$ cat src/fcpe_pkg.sv
// constants for the flow control and power event register word
`default_nettype none
package fcpe_pkg;
  // register byte offsets
  localparam logic [7:0] FCPE_OFS_CTRL = 8'h18;
  localparam logic [7:0] FCPE_OFS_IRQ_STAT = 8'h20;
  localparam logic [7:0] FCPE_OFS_IRQ_MASK = 8'h24;
  // flow control fields of the shared word
  localparam int FCPE_BIT_PAUSED_LOW = 20;
  localparam int FCPE_BIT_PAUSED = 19;
  localparam int FCPE_BIT_FULL = 18;
  localparam int FCPE_BIT_XOFF = 17;
  localparam int FCPE_BIT_XON = 16;
  localparam int FCPE_THR_LSB = 8;
  localparam int FCPE_THR_MSB = 10;
  // power event driver flag fields
  localparam int FCPE_BIT_LINK_CHG = 31;
  localparam int FCPE_BIT_WAKE_PAT = 30;
  localparam int FCPE_BIT_INTEREST = 29;
  localparam int FCPE_BIT_RSVD28 = 28;
  localparam int FCPE_BIT_MGMT_RDY = 27;
  localparam int FCPE_BIT_MGMT_FORCE = 26;
  localparam int FCPE_BIT_MGMT_BUSY = 25;
  localparam int FCPE_BIT_WAKE_STAT = 24;
  // reset values
  localparam logic [2:0] FCPE_THR_RST = 3'h0;
  localparam logic [7:0] FCPE_PWR_FLAGS_RST = 8'h00;
  localparam logic [5:0] FCPE_IRQ_RST = 6'h00;
  // threshold steps in bytes of free receive buffer
  localparam logic [15:0] FCPE_THR_BASE0 = 16'h0200;
  localparam logic [15:0] FCPE_THR_BASE1 = 16'h0400;
  localparam logic [15:0] FCPE_THR_STEP = 16'h0100;
  // interrupt status and mask layout
  localparam int FCPE_IRQ_W = 6;
  localparam int FCPE_IRQ_LINK = 0;
  localparam int FCPE_IRQ_WAKE_PAT = 1;
  localparam int FCPE_IRQ_INTEREST = 2;
  localparam int FCPE_IRQ_WAKE = 3;
  localparam int FCPE_IRQ_PAUSED = 4;
  localparam int FCPE_IRQ_SENT = 5;
  // ahb encodings
  localparam logic [1:0] FCPE_HTRANS_NONSEQ = 2'h2;
  localparam logic FCPE_HRESP_OKAY = 1'b0;
  // flow control state machine
  typedef enum logic [1:0] {
    FCPE_FC_IDLE = 2'b00,
    FCPE_FC_REQ = 2'b01,
    FCPE_FC_FULL = 2'b10
  } fcpe_fc_state_t;
endpackage
`default_nettype wire

$ cat src/fcpe_flow_power_regs.sv
// flow control state word and power event driver flags behind an ahb-lite slave
// Behaviour
// - pause-low flag set by nonzero low pause
// - paused flag set by nonzero pause, timer clears
// - full flag set on pause sent, clears on exit
// - writing xoff raises internal xoff request
// - xoff bit reads pending request from either source
// - writing xon clears request; xon reads zero
// - send pause when free space hits threshold
// - threshold codes 0.5K, 1K, then 0.25K steps
// - link change flag, write one clears
// - wake pattern flag, set regardless of enables
// - interesting frame flag, write one clears
// - driver ready bit drives management ready output
// - busy bit shows management traffic in progress
// - wake status mirror, one clears it and output
// - power event flags reset by alternate reset only
// - bits 26 and 28 read only, reset zero
//
// Register access over AHB-Lite is this design's own decision.
`default_nettype none
module fcpe_flow_power_regs #(
  parameter int FREE_W = 16,
  parameter int PAUSE_VAL_W = 16,
  parameter bit WAKE_CLEARABLE = 1'b1
) (
  // clock and resets
  input wire logic CLK_IN,
  input wire logic SYS_RST_IN,
  input wire logic ALT_RST_IN,
  // ahb-lite slave
  input wire logic HSEL_IN,
  input wire logic [31:0] HADDR_IN,
  input wire logic [1:0] HTRANS_IN,
  input wire logic HWRITE_IN,
  input wire logic [2:0] HSIZE_IN,
  input wire logic [31:0] HWDATA_IN,
  input wire logic HREADY_IN,
  output logic [31:0] HRDATA_OUT,
  output logic HREADYOUT_OUT,
  output logic HRESP_OUT,
  // receive side flow control events
  input wire logic RX_PAUSE_IN,
  input wire logic RX_PAUSE_LOW_IN,
  input wire logic [PAUSE_VAL_W-1:0] RX_PAUSE_VALUE_IN,
  input wire logic PAUSE_TIMER_ZERO_IN,
  input wire logic [FREE_W-1:0] RX_FIFO_FREE_IN,
  input wire logic DESC_PAUSE_REQ_IN,
  // pause frame transmit handshake
  output logic PAUSE_SEND_OUT,
  input wire logic PAUSE_SENT_IN,
  // wake and frame filter events
  input wire logic WAKE_PATTERN_IN,
  input wire logic INTERESTING_FRAME_IN,
  input wire logic WAKE_EVENT_IN,
  output logic WAKE_STATUS_OUT,
  output logic WAKE_EVENT_N_OUT,
  // pins
  input wire logic LINK_UP_IN,
  input wire logic MGMT_BUSY_IN,
  input wire logic MGMT_FORCE_IN,
  output logic MGMT_READY_OUT,
  // interrupt
  output logic IRQ_OUT
);
  import fcpe_pkg::*;

  // threshold code to free bytes
  function automatic logic [15:0] thr_bytes(input logic [2:0] code);
    logic [15:0] r;
    r = FCPE_THR_BASE0;
    if (code != 3'h0) begin
      r = 16'(FCPE_THR_BASE1 + 16'(code - 3'h1) * FCPE_THR_STEP);
    end
    return r;
  endfunction

  // pin synchronisers: stage one is read only by stage two
  logic [2:0] pin_s1_reg;
  logic [2:0] pin_s2_reg;
  logic link_prev_reg;
  logic link_up_sync;
  logic mgmt_busy_sync;
  logic mgmt_force_sync;

  always_ff @(posedge CLK_IN) begin
    if (SYS_RST_IN) begin
      pin_s1_reg <= 3'h0;
      pin_s2_reg <= 3'h0;
    end else begin
      pin_s1_reg <= {MGMT_FORCE_IN, MGMT_BUSY_IN, LINK_UP_IN};
      pin_s2_reg <= pin_s1_reg;
    end
  end

  assign link_up_sync = pin_s2_reg[0];
  assign mgmt_busy_sync = pin_s2_reg[1];
  assign mgmt_force_sync = pin_s2_reg[2];

  // no change until sync stages and previous level refill; a bus reset would fake one
  logic [2:0] link_fill_reg;
  logic link_change;

  always_ff @(posedge CLK_IN) begin
    if (SYS_RST_IN) begin
      link_prev_reg <= 1'b0;
      link_fill_reg <= 3'h0;
    end else begin
      link_prev_reg <= link_up_sync;
      link_fill_reg <= {link_fill_reg[1:0], 1'b1};
    end
  end

  assign link_change = link_fill_reg[2] && (link_up_sync != link_prev_reg);

  // ahb address phase capture
  logic addr_ok;
  logic wr_pend_reg;
  logic [7:0] wr_addr_reg;
  logic wr_ctrl;
  logic wr_mask;

  assign addr_ok = HSEL_IN && HREADY_IN && (HTRANS_IN == FCPE_HTRANS_NONSEQ);

  always_ff @(posedge CLK_IN) begin
    if (SYS_RST_IN) begin
      wr_pend_reg <= 1'b0;
      wr_addr_reg <= 8'h00;
    end else begin
      wr_pend_reg <= addr_ok && HWRITE_IN;
      wr_addr_reg <= HADDR_IN[7:0];
    end
  end

  assign wr_ctrl = wr_pend_reg && (wr_addr_reg == FCPE_OFS_CTRL);
  assign wr_mask = wr_pend_reg && (wr_addr_reg == FCPE_OFS_IRQ_MASK);

  // zero wait state slave, always okay
  always_ff @(posedge CLK_IN) begin
    if (SYS_RST_IN) begin
      HREADYOUT_OUT <= 1'b0;
      HRESP_OUT <= FCPE_HRESP_OKAY;
    end else begin
      HREADYOUT_OUT <= 1'b1;
      HRESP_OUT <= FCPE_HRESP_OKAY;
    end
  end

  // xoff request from a software write or the descriptor pause request
  logic xoff_reg;
  logic xoff_set;
  logic xon_clr;

  assign xoff_set = (wr_ctrl && HWDATA_IN[FCPE_BIT_XOFF]) || DESC_PAUSE_REQ_IN;
  assign xon_clr = wr_ctrl && HWDATA_IN[FCPE_BIT_XON];

  always_ff @(posedge CLK_IN) begin
    if (SYS_RST_IN) begin
      xoff_reg <= 1'b0;
    end else if (xoff_set) begin
      xoff_reg <= 1'b1;
    end else if (xon_clr) begin
      xoff_reg <= 1'b0;
    end
  end

  // threshold field, reserved neighbours are not stored
  logic [2:0] thr_reg;

  always_ff @(posedge CLK_IN) begin
    if (SYS_RST_IN) begin
      thr_reg <= FCPE_THR_RST;
    end else if (wr_ctrl) begin
      thr_reg <= HWDATA_IN[FCPE_THR_MSB:FCPE_THR_LSB];
    end
  end

  // pause cause: buffer nearly full or xoff pending
  logic at_thr;
  logic pause_cause;
  assign at_thr = 32'(RX_FIFO_FREE_IN) <= 32'(thr_bytes(thr_reg));
  assign pause_cause = at_thr || xoff_reg;

  // request a pause frame once per entry into the full state
  fcpe_fc_state_t fc_state_reg;
  fcpe_fc_state_t fc_state_next;

  always_comb begin
    fc_state_next = fc_state_reg;
    case (fc_state_reg)
      FCPE_FC_IDLE: begin
        if (pause_cause) begin
          fc_state_next = FCPE_FC_REQ;
        end
      end
      FCPE_FC_REQ: begin
        if (PAUSE_SENT_IN) begin
          fc_state_next = FCPE_FC_FULL;
        end else if (!pause_cause) begin
          fc_state_next = FCPE_FC_IDLE;
        end
      end
      FCPE_FC_FULL: begin
        if (!pause_cause) begin
          fc_state_next = FCPE_FC_IDLE;
        end
      end
      default: begin
        fc_state_next = FCPE_FC_IDLE;
      end
    endcase
  end

  always_ff @(posedge CLK_IN) begin
    if (SYS_RST_IN) begin
      fc_state_reg <= FCPE_FC_IDLE;
    end else begin
      fc_state_reg <= fc_state_next;
    end
  end

  // level request held until the transmitter reports the frame sent or the pause cause goes away
  always_ff @(posedge CLK_IN) begin
    if (SYS_RST_IN) begin
      PAUSE_SEND_OUT <= 1'b0;
    end else begin
      PAUSE_SEND_OUT <= (fc_state_next == FCPE_FC_REQ);
    end
  end

  // received pause state flags
  logic paused_reg;
  logic paused_low_reg;
  logic pause_nz;
  logic paused_set;
  logic paused_low_set;

  assign pause_nz = RX_PAUSE_VALUE_IN != '0;
  assign paused_set = RX_PAUSE_IN && !RX_PAUSE_LOW_IN && pause_nz;
  assign paused_low_set = RX_PAUSE_IN && RX_PAUSE_LOW_IN && pause_nz;

  always_ff @(posedge CLK_IN) begin
    if (SYS_RST_IN) begin
      paused_reg <= 1'b0;
    end else if (paused_set) begin
      paused_reg <= 1'b1;
    end else if (PAUSE_TIMER_ZERO_IN) begin
      paused_reg <= 1'b0;
    end
  end

  // any other pause frame ends the low state; a new nonzero low pause wins
  always_ff @(posedge CLK_IN) begin
    if (SYS_RST_IN) begin
      paused_low_reg <= 1'b0;
    end else if (paused_low_set) begin
      paused_low_reg <= 1'b1;
    end else if (PAUSE_TIMER_ZERO_IN || RX_PAUSE_IN) begin
      paused_low_reg <= 1'b0;
    end
  end

  // power event driver flags, kept over a bus reset
  logic link_chg_reg;
  logic wake_pat_reg;
  logic interest_reg;
  logic mgmt_rdy_reg;
  logic wake_stat_reg;
  logic w1c_link;
  logic w1c_pat;
  logic w1c_int;
  logic w1c_wake;

  assign w1c_link = wr_ctrl && HWDATA_IN[FCPE_BIT_LINK_CHG];
  assign w1c_pat = wr_ctrl && HWDATA_IN[FCPE_BIT_WAKE_PAT];
  assign w1c_int = wr_ctrl && HWDATA_IN[FCPE_BIT_INTEREST];
  assign w1c_wake = wr_ctrl && HWDATA_IN[FCPE_BIT_WAKE_STAT] && WAKE_CLEARABLE;

  // set wins over a write-one clear in the same cycle
  always_ff @(posedge CLK_IN) begin
    if (ALT_RST_IN) begin
      link_chg_reg <= FCPE_PWR_FLAGS_RST[FCPE_BIT_LINK_CHG-24];
      wake_pat_reg <= FCPE_PWR_FLAGS_RST[FCPE_BIT_WAKE_PAT-24];
      interest_reg <= FCPE_PWR_FLAGS_RST[FCPE_BIT_INTEREST-24];
      mgmt_rdy_reg <= FCPE_PWR_FLAGS_RST[FCPE_BIT_MGMT_RDY-24];
      wake_stat_reg <= FCPE_PWR_FLAGS_RST[FCPE_BIT_WAKE_STAT-24];
    end else begin
      link_chg_reg <= link_change || (link_chg_reg && !w1c_link);
      wake_pat_reg <= WAKE_PATTERN_IN || (wake_pat_reg && !w1c_pat);
      interest_reg <= INTERESTING_FRAME_IN || (interest_reg && !w1c_int);
      wake_stat_reg <= WAKE_EVENT_IN || (wake_stat_reg && !w1c_wake);
      if (wr_ctrl) begin
        mgmt_rdy_reg <= HWDATA_IN[FCPE_BIT_MGMT_RDY];
      end
    end
  end

  // outputs that follow the power event flags
  always_ff @(posedge CLK_IN) begin
    if (ALT_RST_IN) begin
      MGMT_READY_OUT <= 1'b0;
      WAKE_STATUS_OUT <= 1'b0;
      WAKE_EVENT_N_OUT <= 1'b1;
    end else begin
      MGMT_READY_OUT <= mgmt_rdy_reg;
      WAKE_STATUS_OUT <= wake_stat_reg;
      WAKE_EVENT_N_OUT <= !wake_stat_reg;
    end
  end

  // read view of the shared word
  logic [31:0] ctrl_word;

  always_comb begin
    ctrl_word = 32'h0000_0000;
    ctrl_word[FCPE_BIT_PAUSED_LOW] = paused_low_reg;
    ctrl_word[FCPE_BIT_PAUSED] = paused_reg;
    ctrl_word[FCPE_BIT_FULL] = (fc_state_reg == FCPE_FC_FULL);
    ctrl_word[FCPE_BIT_XOFF] = xoff_reg;
    ctrl_word[FCPE_BIT_XON] = 1'b0;
    ctrl_word[FCPE_THR_MSB:FCPE_THR_LSB] = thr_reg;
    ctrl_word[FCPE_BIT_LINK_CHG] = link_chg_reg;
    ctrl_word[FCPE_BIT_WAKE_PAT] = wake_pat_reg;
    ctrl_word[FCPE_BIT_INTEREST] = interest_reg;
    ctrl_word[FCPE_BIT_RSVD28] = 1'b0;
    ctrl_word[FCPE_BIT_MGMT_RDY] = mgmt_rdy_reg;
    ctrl_word[FCPE_BIT_MGMT_FORCE] = mgmt_force_sync;
    ctrl_word[FCPE_BIT_MGMT_BUSY] = mgmt_busy_sync;
    ctrl_word[FCPE_BIT_WAKE_STAT] = wake_stat_reg;
  end

  // interrupt status, mask and read-to-clear
  logic [FCPE_IRQ_W-1:0] irq_stat_reg;
  logic [FCPE_IRQ_W-1:0] irq_mask_reg;
  logic [FCPE_IRQ_W-1:0] irq_event;
  logic rd_stat;

  assign rd_stat = addr_ok && !HWRITE_IN && (HADDR_IN[7:0] == FCPE_OFS_IRQ_STAT);

  always_comb begin
    irq_event = '0;
    irq_event[FCPE_IRQ_LINK] = link_change;
    irq_event[FCPE_IRQ_WAKE_PAT] = WAKE_PATTERN_IN;
    irq_event[FCPE_IRQ_INTEREST] = INTERESTING_FRAME_IN;
    irq_event[FCPE_IRQ_WAKE] = WAKE_EVENT_IN;
    irq_event[FCPE_IRQ_PAUSED] = paused_set || paused_low_set;
    irq_event[FCPE_IRQ_SENT] = (fc_state_reg == FCPE_FC_REQ) && PAUSE_SENT_IN;
  end

  // an event in the clearing read's cycle stays pending for the next read
  always_ff @(posedge CLK_IN) begin
    if (SYS_RST_IN) begin
      irq_stat_reg <= FCPE_IRQ_RST;
    end else if (rd_stat) begin
      irq_stat_reg <= irq_event;
    end else begin
      irq_stat_reg <= irq_stat_reg | irq_event;
    end
  end

  always_ff @(posedge CLK_IN) begin
    if (SYS_RST_IN) begin
      irq_mask_reg <= FCPE_IRQ_RST;
    end else if (wr_mask) begin
      irq_mask_reg <= HWDATA_IN[FCPE_IRQ_W-1:0];
    end
  end

  always_ff @(posedge CLK_IN) begin
    if (SYS_RST_IN) begin
      IRQ_OUT <= 1'b0;
    end else begin
      IRQ_OUT <= |(irq_stat_reg & irq_mask_reg);
    end
  end

  // read data is latched in the address phase so the data phase needs no wait
  always_ff @(posedge CLK_IN) begin
    if (SYS_RST_IN) begin
      HRDATA_OUT <= 32'h0000_0000;
    end else if (addr_ok && !HWRITE_IN) begin
      case (HADDR_IN[7:0])
        FCPE_OFS_CTRL: begin
          HRDATA_OUT <= ctrl_word;
        end
        FCPE_OFS_IRQ_STAT: begin
          HRDATA_OUT <= 32'(irq_stat_reg);
        end
        FCPE_OFS_IRQ_MASK: begin
          HRDATA_OUT <= 32'(irq_mask_reg);
        end
        default: begin
          HRDATA_OUT <= 32'h0000_0000;
        end
      endcase
    end
  end

endmodule
`default_nettype wire

$ cat config.mk
export PLATFORM = sky130hd
export DESIGN_NAME = fcpe_flow_power_regs
export DESIGN_NICKNAME = d
export VERILOG_FILES = /design/src/fcpe_pkg.sv /design/src/fcpe_flow_power_regs.sv
export SDC_FILE = /design/constraint.sdc
export NUM_CORES = 1
export LEC_CHECK = 0
export BUFFER_PORTS_ARGS = -buffer_cell sky130_fd_sc_hd__buf_2
export CAP_MARGIN = 5
export CORE_UTILIZATION = 40
export CTS_BUF_LIST = sky130_fd_sc_hd__clkbuf_8 sky130_fd_sc_hd__clkbuf_16
export DETAILED_ROUTE_END_ITERATION = 6
export HOLD_SLACK_MARGIN = 0.03
export PLACE_DENSITY = 0.76
export SYNTH_ARGS = -nofsm -noshare
export SYNTH_HDL_FRONTEND = slang
export SYNTH_SLANG_ARGS = --single-unit
$ cat constraint.sdc
create_clock -name CLK_IN -period 2.17 [get_ports CLK_IN]
set_input_delay 0.217 -clock CLK_IN [delete_from_list [all_inputs] [get_ports CLK_IN]]
set_output_delay 0.217 -clock CLK_IN [all_outputs]
set_load 0.01 [all_outputs]
==> Word level (Yosys, flattened, before mapping) <==
Cells that the tools add are included.
{ "op_classes": {"n_addsub": 2, "order_cmp": 1, "n_eq_ne": 10, "muxes": 15, "bitwise": 2, "n_reduce_logical": 45} }
{ "op_table": {"columns": ["cell", "n"], "rows": [
  ["$pmux W32 S3", 1],
  ["$eq A8 B6 Y1 const B", 3],
  ["$logic_and A1 B1 Y1", 23],
  ["$eq A8 B5 Y1 const B", 2],
  ["$le A16 B16 Y1", 1],
  ["$mux W16", 1],
  ["$reduce_bool A16 Y1", 1],
  ["$add A12 B12 Y13 const A", 1],
  ["$logic_or A1 B1 Y1", 8],
  ["$mux W1", 8],
  ["$logic_not A1 Y1", 7],
  ["$and A6 B6 Y6", 1],
  ["$mux W2", 3],
  ["$mux W6", 1],
  ["$or A6 B6 Y6", 1],
  ["$pmux W2 S3", 1],
  ["$reduce_bool A2 Y1", 3],
  ["$reduce_or A6 Y1", 1],
  ["$eq A2 B1 Y1 const B", 2],
  ["$eq A2 B2 Y1 const B", 2],
  ["$sub A3 B1 Y4 const B", 1],
  ["$reduce_bool A3 Y1", 1],
  ["$logic_not A2 Y1", 1],
  ["$ne A1 B1 Y1", 1]
]} }
{ "totals": {"ff_bits": 82, "output_inout_bits": 39} }

==> Depth between registers and ports, before layout <==
{ "depth": {"ltp_word": 9, "ltp_mapped": 11} }

==> Least setup slack after synthesis <==
Ideal clock, no wire load.
{ "synth_path": {"kind": "reg-to-reg", "start": "reg thr_reg[0]", "end": "reg fc_state_reg[1]", "arrival_ns": 2.181, "t_required_ns": 2.043, "path_slack_ns": -0.138, "stages_incl_launch_ff": 11, "path_cell_list": "dfxtp_1 -> inv_1 -> ha_1 -> xnor2_1 -> ha_1 -> nand2b_1 -> ha_1 -> and4b_1 -> a41oi_1 -> nor2_1 -> or3_1"} }
{ "synth_between": {"elab_chain_len": 8} }
{ "synth_lines": {"columns": ["element", "line", "source"], "rows": [
  ["from (decl)", "fcpe_flow_power_regs.sv:168", "logic [2:0] thr_reg;"],
  ["from (signal assigned)", "fcpe_flow_power_regs.sv:174", "thr_reg <= HWDATA_IN[FCPE_THR_MSB:FCPE_THR_LSB];"],
  ["$sub A3 B1 Y4", "fcpe_flow_power_regs.sv:73", "r = 16'(FCPE_THR_BASE1 + 16'(code - 3'h1) * FCPE_THR_STEP);"],
  ["$add A12 B12 Y13", "fcpe_flow_power_regs.sv:73", null],
  ["$mux W16 (*)", "fcpe_flow_power_regs.sv:72", "if (code != 3'h0) begin"],
  ["$le A16 B16 Y1 (*)", "fcpe_flow_power_regs.sv:181", "assign at_thr = 32'(RX_FIFO_FREE_IN) <= 32'(thr_bytes(thr_reg));"],
  ["$logic_or A1 B1 Y1 (*)", "fcpe_flow_power_regs.sv:182", "assign pause_cause = at_thr || xoff_reg;"],
  ["$mux W2", "fcpe_flow_power_regs.sv:199, fcpe_flow_power_regs.sv:204", null],
  ["$mux W2", "fcpe_flow_power_regs.sv:197", "if (PAUSE_SENT_IN) begin"],
  ["$pmux W2 S3 (*)", "fcpe_flow_power_regs.sv:190", "case (fc_state_reg)"],
  ["to (signal assigned)", "fcpe_flow_power_regs.sv:218", "fc_state_reg <= fc_state_next;"],
  ["to (decl)", "fcpe_flow_power_regs.sv:185", "fcpe_fc_state_t fc_state_reg;"]
]} }
Mark *: on every way between the ends. The rest lies on a longest branch, timed or not.
A chain may end at the register's enable or synchronous reset.

==> Final worst setup path <==
{ "layout_path": {"start": "reg thr_reg[1]", "end": "reg fc_state_reg[1]"} }
The elaborated chain is that of the path after synthesis.

==> run_results.csv <==
group,metric,value,unit
power,leakage,1.68,nW
yosys,ys_seq_area_share,49.6,%
die,die_w,85.5,µm
route,avgRoutedWirePerCell,13.5,µm
cells_and_area,drive_above_1_share,41.1,%
sta,slew_headroom,42.8,%
clocking,hold_buffers,0,
cells_and_area,largest_reg_flops,20,
die,die_area,7300,µm²
cells_and_area,syn2layout_area_growth,33.2,%
clocking,numCtsBuffers,9,
global_route,grt_pass1_vias,2143,
cells_and_area,nets,510,
placement,io_buffers,100,
clocking,cts_root_buf,"clkbuf_8",
global_route,grt_pass1_wl,9970,µm
status,violations,"negative setup slack",
route,viasPerCell,4.96,
yosys,ys.flop_type,"dfxtp_1",
yosys,synthCells,274,
cells_and_area,final_core_util,54.9,%
sta,worst_pin_slew,858,ps
clocking,post_cts_buffers,0,
global_route,grt_use_total,17.9,%
placement,hpwlAfterDp,4600,µm
sta,tns,-50.2,ps
yosys,async_flop_share,0,%
sta,rsz0062_at_grt,"yes",
sta,setup_viol,1,
yosys,synth_edf_count,0,
die,core_area,6760,µm²
yosys,yosys_warnings,0,
sta,hold_violations,0,
yosys,ys_types,47,
route,wirelength,6250,µm
clocking,cts_buffer_depth,2,
die,die_height,85.5,µm
worst_setup_path,max_stage_delay,350,ps
clocking,cts.sinks,69,
cells_and_area,n_antenna_cell,0,
run,cap_violations,0,
route,ant_nets,0,
clocking,clk_pin_slew_worst_paths,70,ps
power,peakVddDrop,0.000448,V
global_route,grt_max_degree,32,
sta,fin_crit,2220,ps
sta,finalWorstSetupSlack,-50.2,ps
worst_setup_path,path_max_fanout,4,
sta,drv_slew,0,
placement,gp_congestion,0.759,
status,status,"complete, but fails checks",
die,ios,157,
clocking,cts_tree,"built",
clocking,worst_skew_pair.late_latency,330,ps
worst_setup_path,criticalPathCategory,"register to register",
route,first_pass_iters,4,
global_route,antenna_found_initial,0,
worst_setup_path,crit_path_end_kind,"register",
power,power,2.50,mW
route,vias,2301,
global_route,overflow,0,
worst_setup_path,crit_chain,"inv_2 > ha_4 > xnor2_4 > ha_4 > nand2_8 > ha_4 > nand2_2 > nor2_2 > buf_4 > a41oi_2 > nor2_1 > or3_1",
worst_setup_path,start_kind,"register",
die,fp-row-count,30,
sta,final.period_utilization,102,%
worst_setup_path,crit_path_top_delay_cell,"or3_1",
yosys,synth_area,2790,µm²
sta,clock_skew,4.72,ps
clocking,htreeDepth,3,
worst_setup_path,worstPathRequired,2380,ps
sta,fmax,450,MHz
power,powerDensity,672,nW/µm²
route,drt_iter0_markers,107,
yosys,syn_area_per_cell,10.2,µm²
yosys,ys_ff_latch,69,
worst_setup_path,critical_path.most_common_cell,"ha_4",
worst_setup_path,arrival,2430,ps
die,initial_core_util,41.2,%
route,drcViolationCount,0,
min_path,hp-class,"primary input to register",
==> stage by stage <==
stage | area (µm²) | worst slack (ps) | hold slack, ps | cells
2_1_floorplan | 2840 | 6.33 | 286 | 286
3_3_place_gp | 3360 | -102 | 417 | 450
3_5_place_dp | 3360 | -144 | 425 | 450
4_1_cts | 3600 | -52.8 | 72.8 | 464
5_1_grt | 3710 | -157 | 80.9 | 464
6_report | 3710 | -50.2 | 93.2 | 464
==> cells by family after synthesis <==
| logic type | share of synthesized area, % |
|---|---|
| DFF | 49.6 |
| adders and majority gates | 4.94 |
| muxes | 6.02 |
| buffers and inverters | 6.74 |
| AOI/OAI and AO/OA | 12.4 |
| xor gates and xnor gates | 0.629 |
| and+or+nand+nor | 19.6 |
| other | 0.135 |
==> critical path: cells and delay by family, from the launching register on <==
family,cells,cell delay [ps]
adder cells (fa/ha/maj),3,610
AND/OR/NAND/NOR,5,590
AO/OA/AOI/OAI,1,210
buffers and inverters,2,170
XOR/XNOR,1,180
flip-flops,1,340
==> final timing paths <==
| check | start | end | slack [ps] | cells past startpoint |
|---|---|---|---|---|
| setup reg to reg | thr_reg[1] | fc_state_reg[1] | -50 | 12 |
| hold / removal | MGMT_BUSY_IN | pin_s1_reg[1] | 90 | 2 |
| setup / recovery | thr_reg[1] | fc_state_reg[1] | -50 | 12 |
| hold reg to reg | pin_s1_reg[0] | pin_s2_reg[0] | 440 | 1 |
==> repair_timing <==
item | CTS | global route
pin swaps | 6 | 8
gates resized for setup | 10 | 17
setup endpoints to repair | 3 | 3
hold endpoints to repair | 0 | 0
==> layout by cell type, fill, tap and decap left out, types with 3 or more instances in the layout <==
| cell | instances |
|---|---|
| mux2_2 | 6 |
| dfxtp_2 | 3 |
| buf_4 | 10 |
| a22o_1 | 16 |
| mux2i_1 | 10 |
| nand2_1 | 12 |
| nor4_1 | 6 |
| nor2_1 | 25 |
| a22oi_1 | 9 |
| nor2b_1 | 19 |
| and2_1 | 3 |
| clkbuf_8 | 10 |
| conb_1 | 13 |
| o21ai_0 | 4 |
| buf_2 | 100 |
| ha_4 | 7 |
| ha_1 | 3 |
| dfxtp_1 | 66 |
| inv_1 | 7 |
| a21oi_1 | 8 |
| and3_1 | 4 |
==> metal layers <==
metal | wire length [µm] | track usage, %
met5 | 0 | 0
met2 | 3090 | 30.1
met4 | 62 | 6.82
met3 | 394 | 6.42
met1 | 2710 | 21.0
==> layout make-up <==
cell class | instances | area [µm²]
fill | 597 | 3050
multi-input combinational | 184 | 1440
sequential | 69 | 1390
timing repair buffer | 110 | 576
clock buffer | 10 | 138
tap | 80 | 100
clock inverter | 4 | 42.5
inverter | 7 | 26.3
==> power breakdown <==
group / switching [mW] / internal, mW / leakage (nW)
Sequential: 0.0203 / 1.31 / 0.566
Combinational: 0.101 / 0.103 / 1.01
Clock: 0.425 / 0.539 / 0.101
==> cells in the mapped netlist, types with 2 or more instances <==
master	n	area share, %
dfxtp_1	69	50
nor2_1	26	3.5
nor2b_1	19	4.3
a22o_1	16	5.0
nand2_1	15	2.0
buf_4	14	3.8
ha_1	11	4.9
mux2i_1	10	3.6
a22oi_1	9	2.4
a21oi_1	8	1.4
clkbuf_1	7	0.94
inv_1	7	0.94
mux2_2	6	2.4
nor4_1	6	1.3
and3_1	4	0.90
nor3_1	4	0.72
o21ai_0	4	0.72
and2_1	3	0.67
buf_2	3	0.54
nand2b_1	3	0.67
a31oi_1	2	0.45
and4b_1	2	0.72
nor4bb_1	2	0.72
Note: power is estimated with default switching activity, not from simulation.
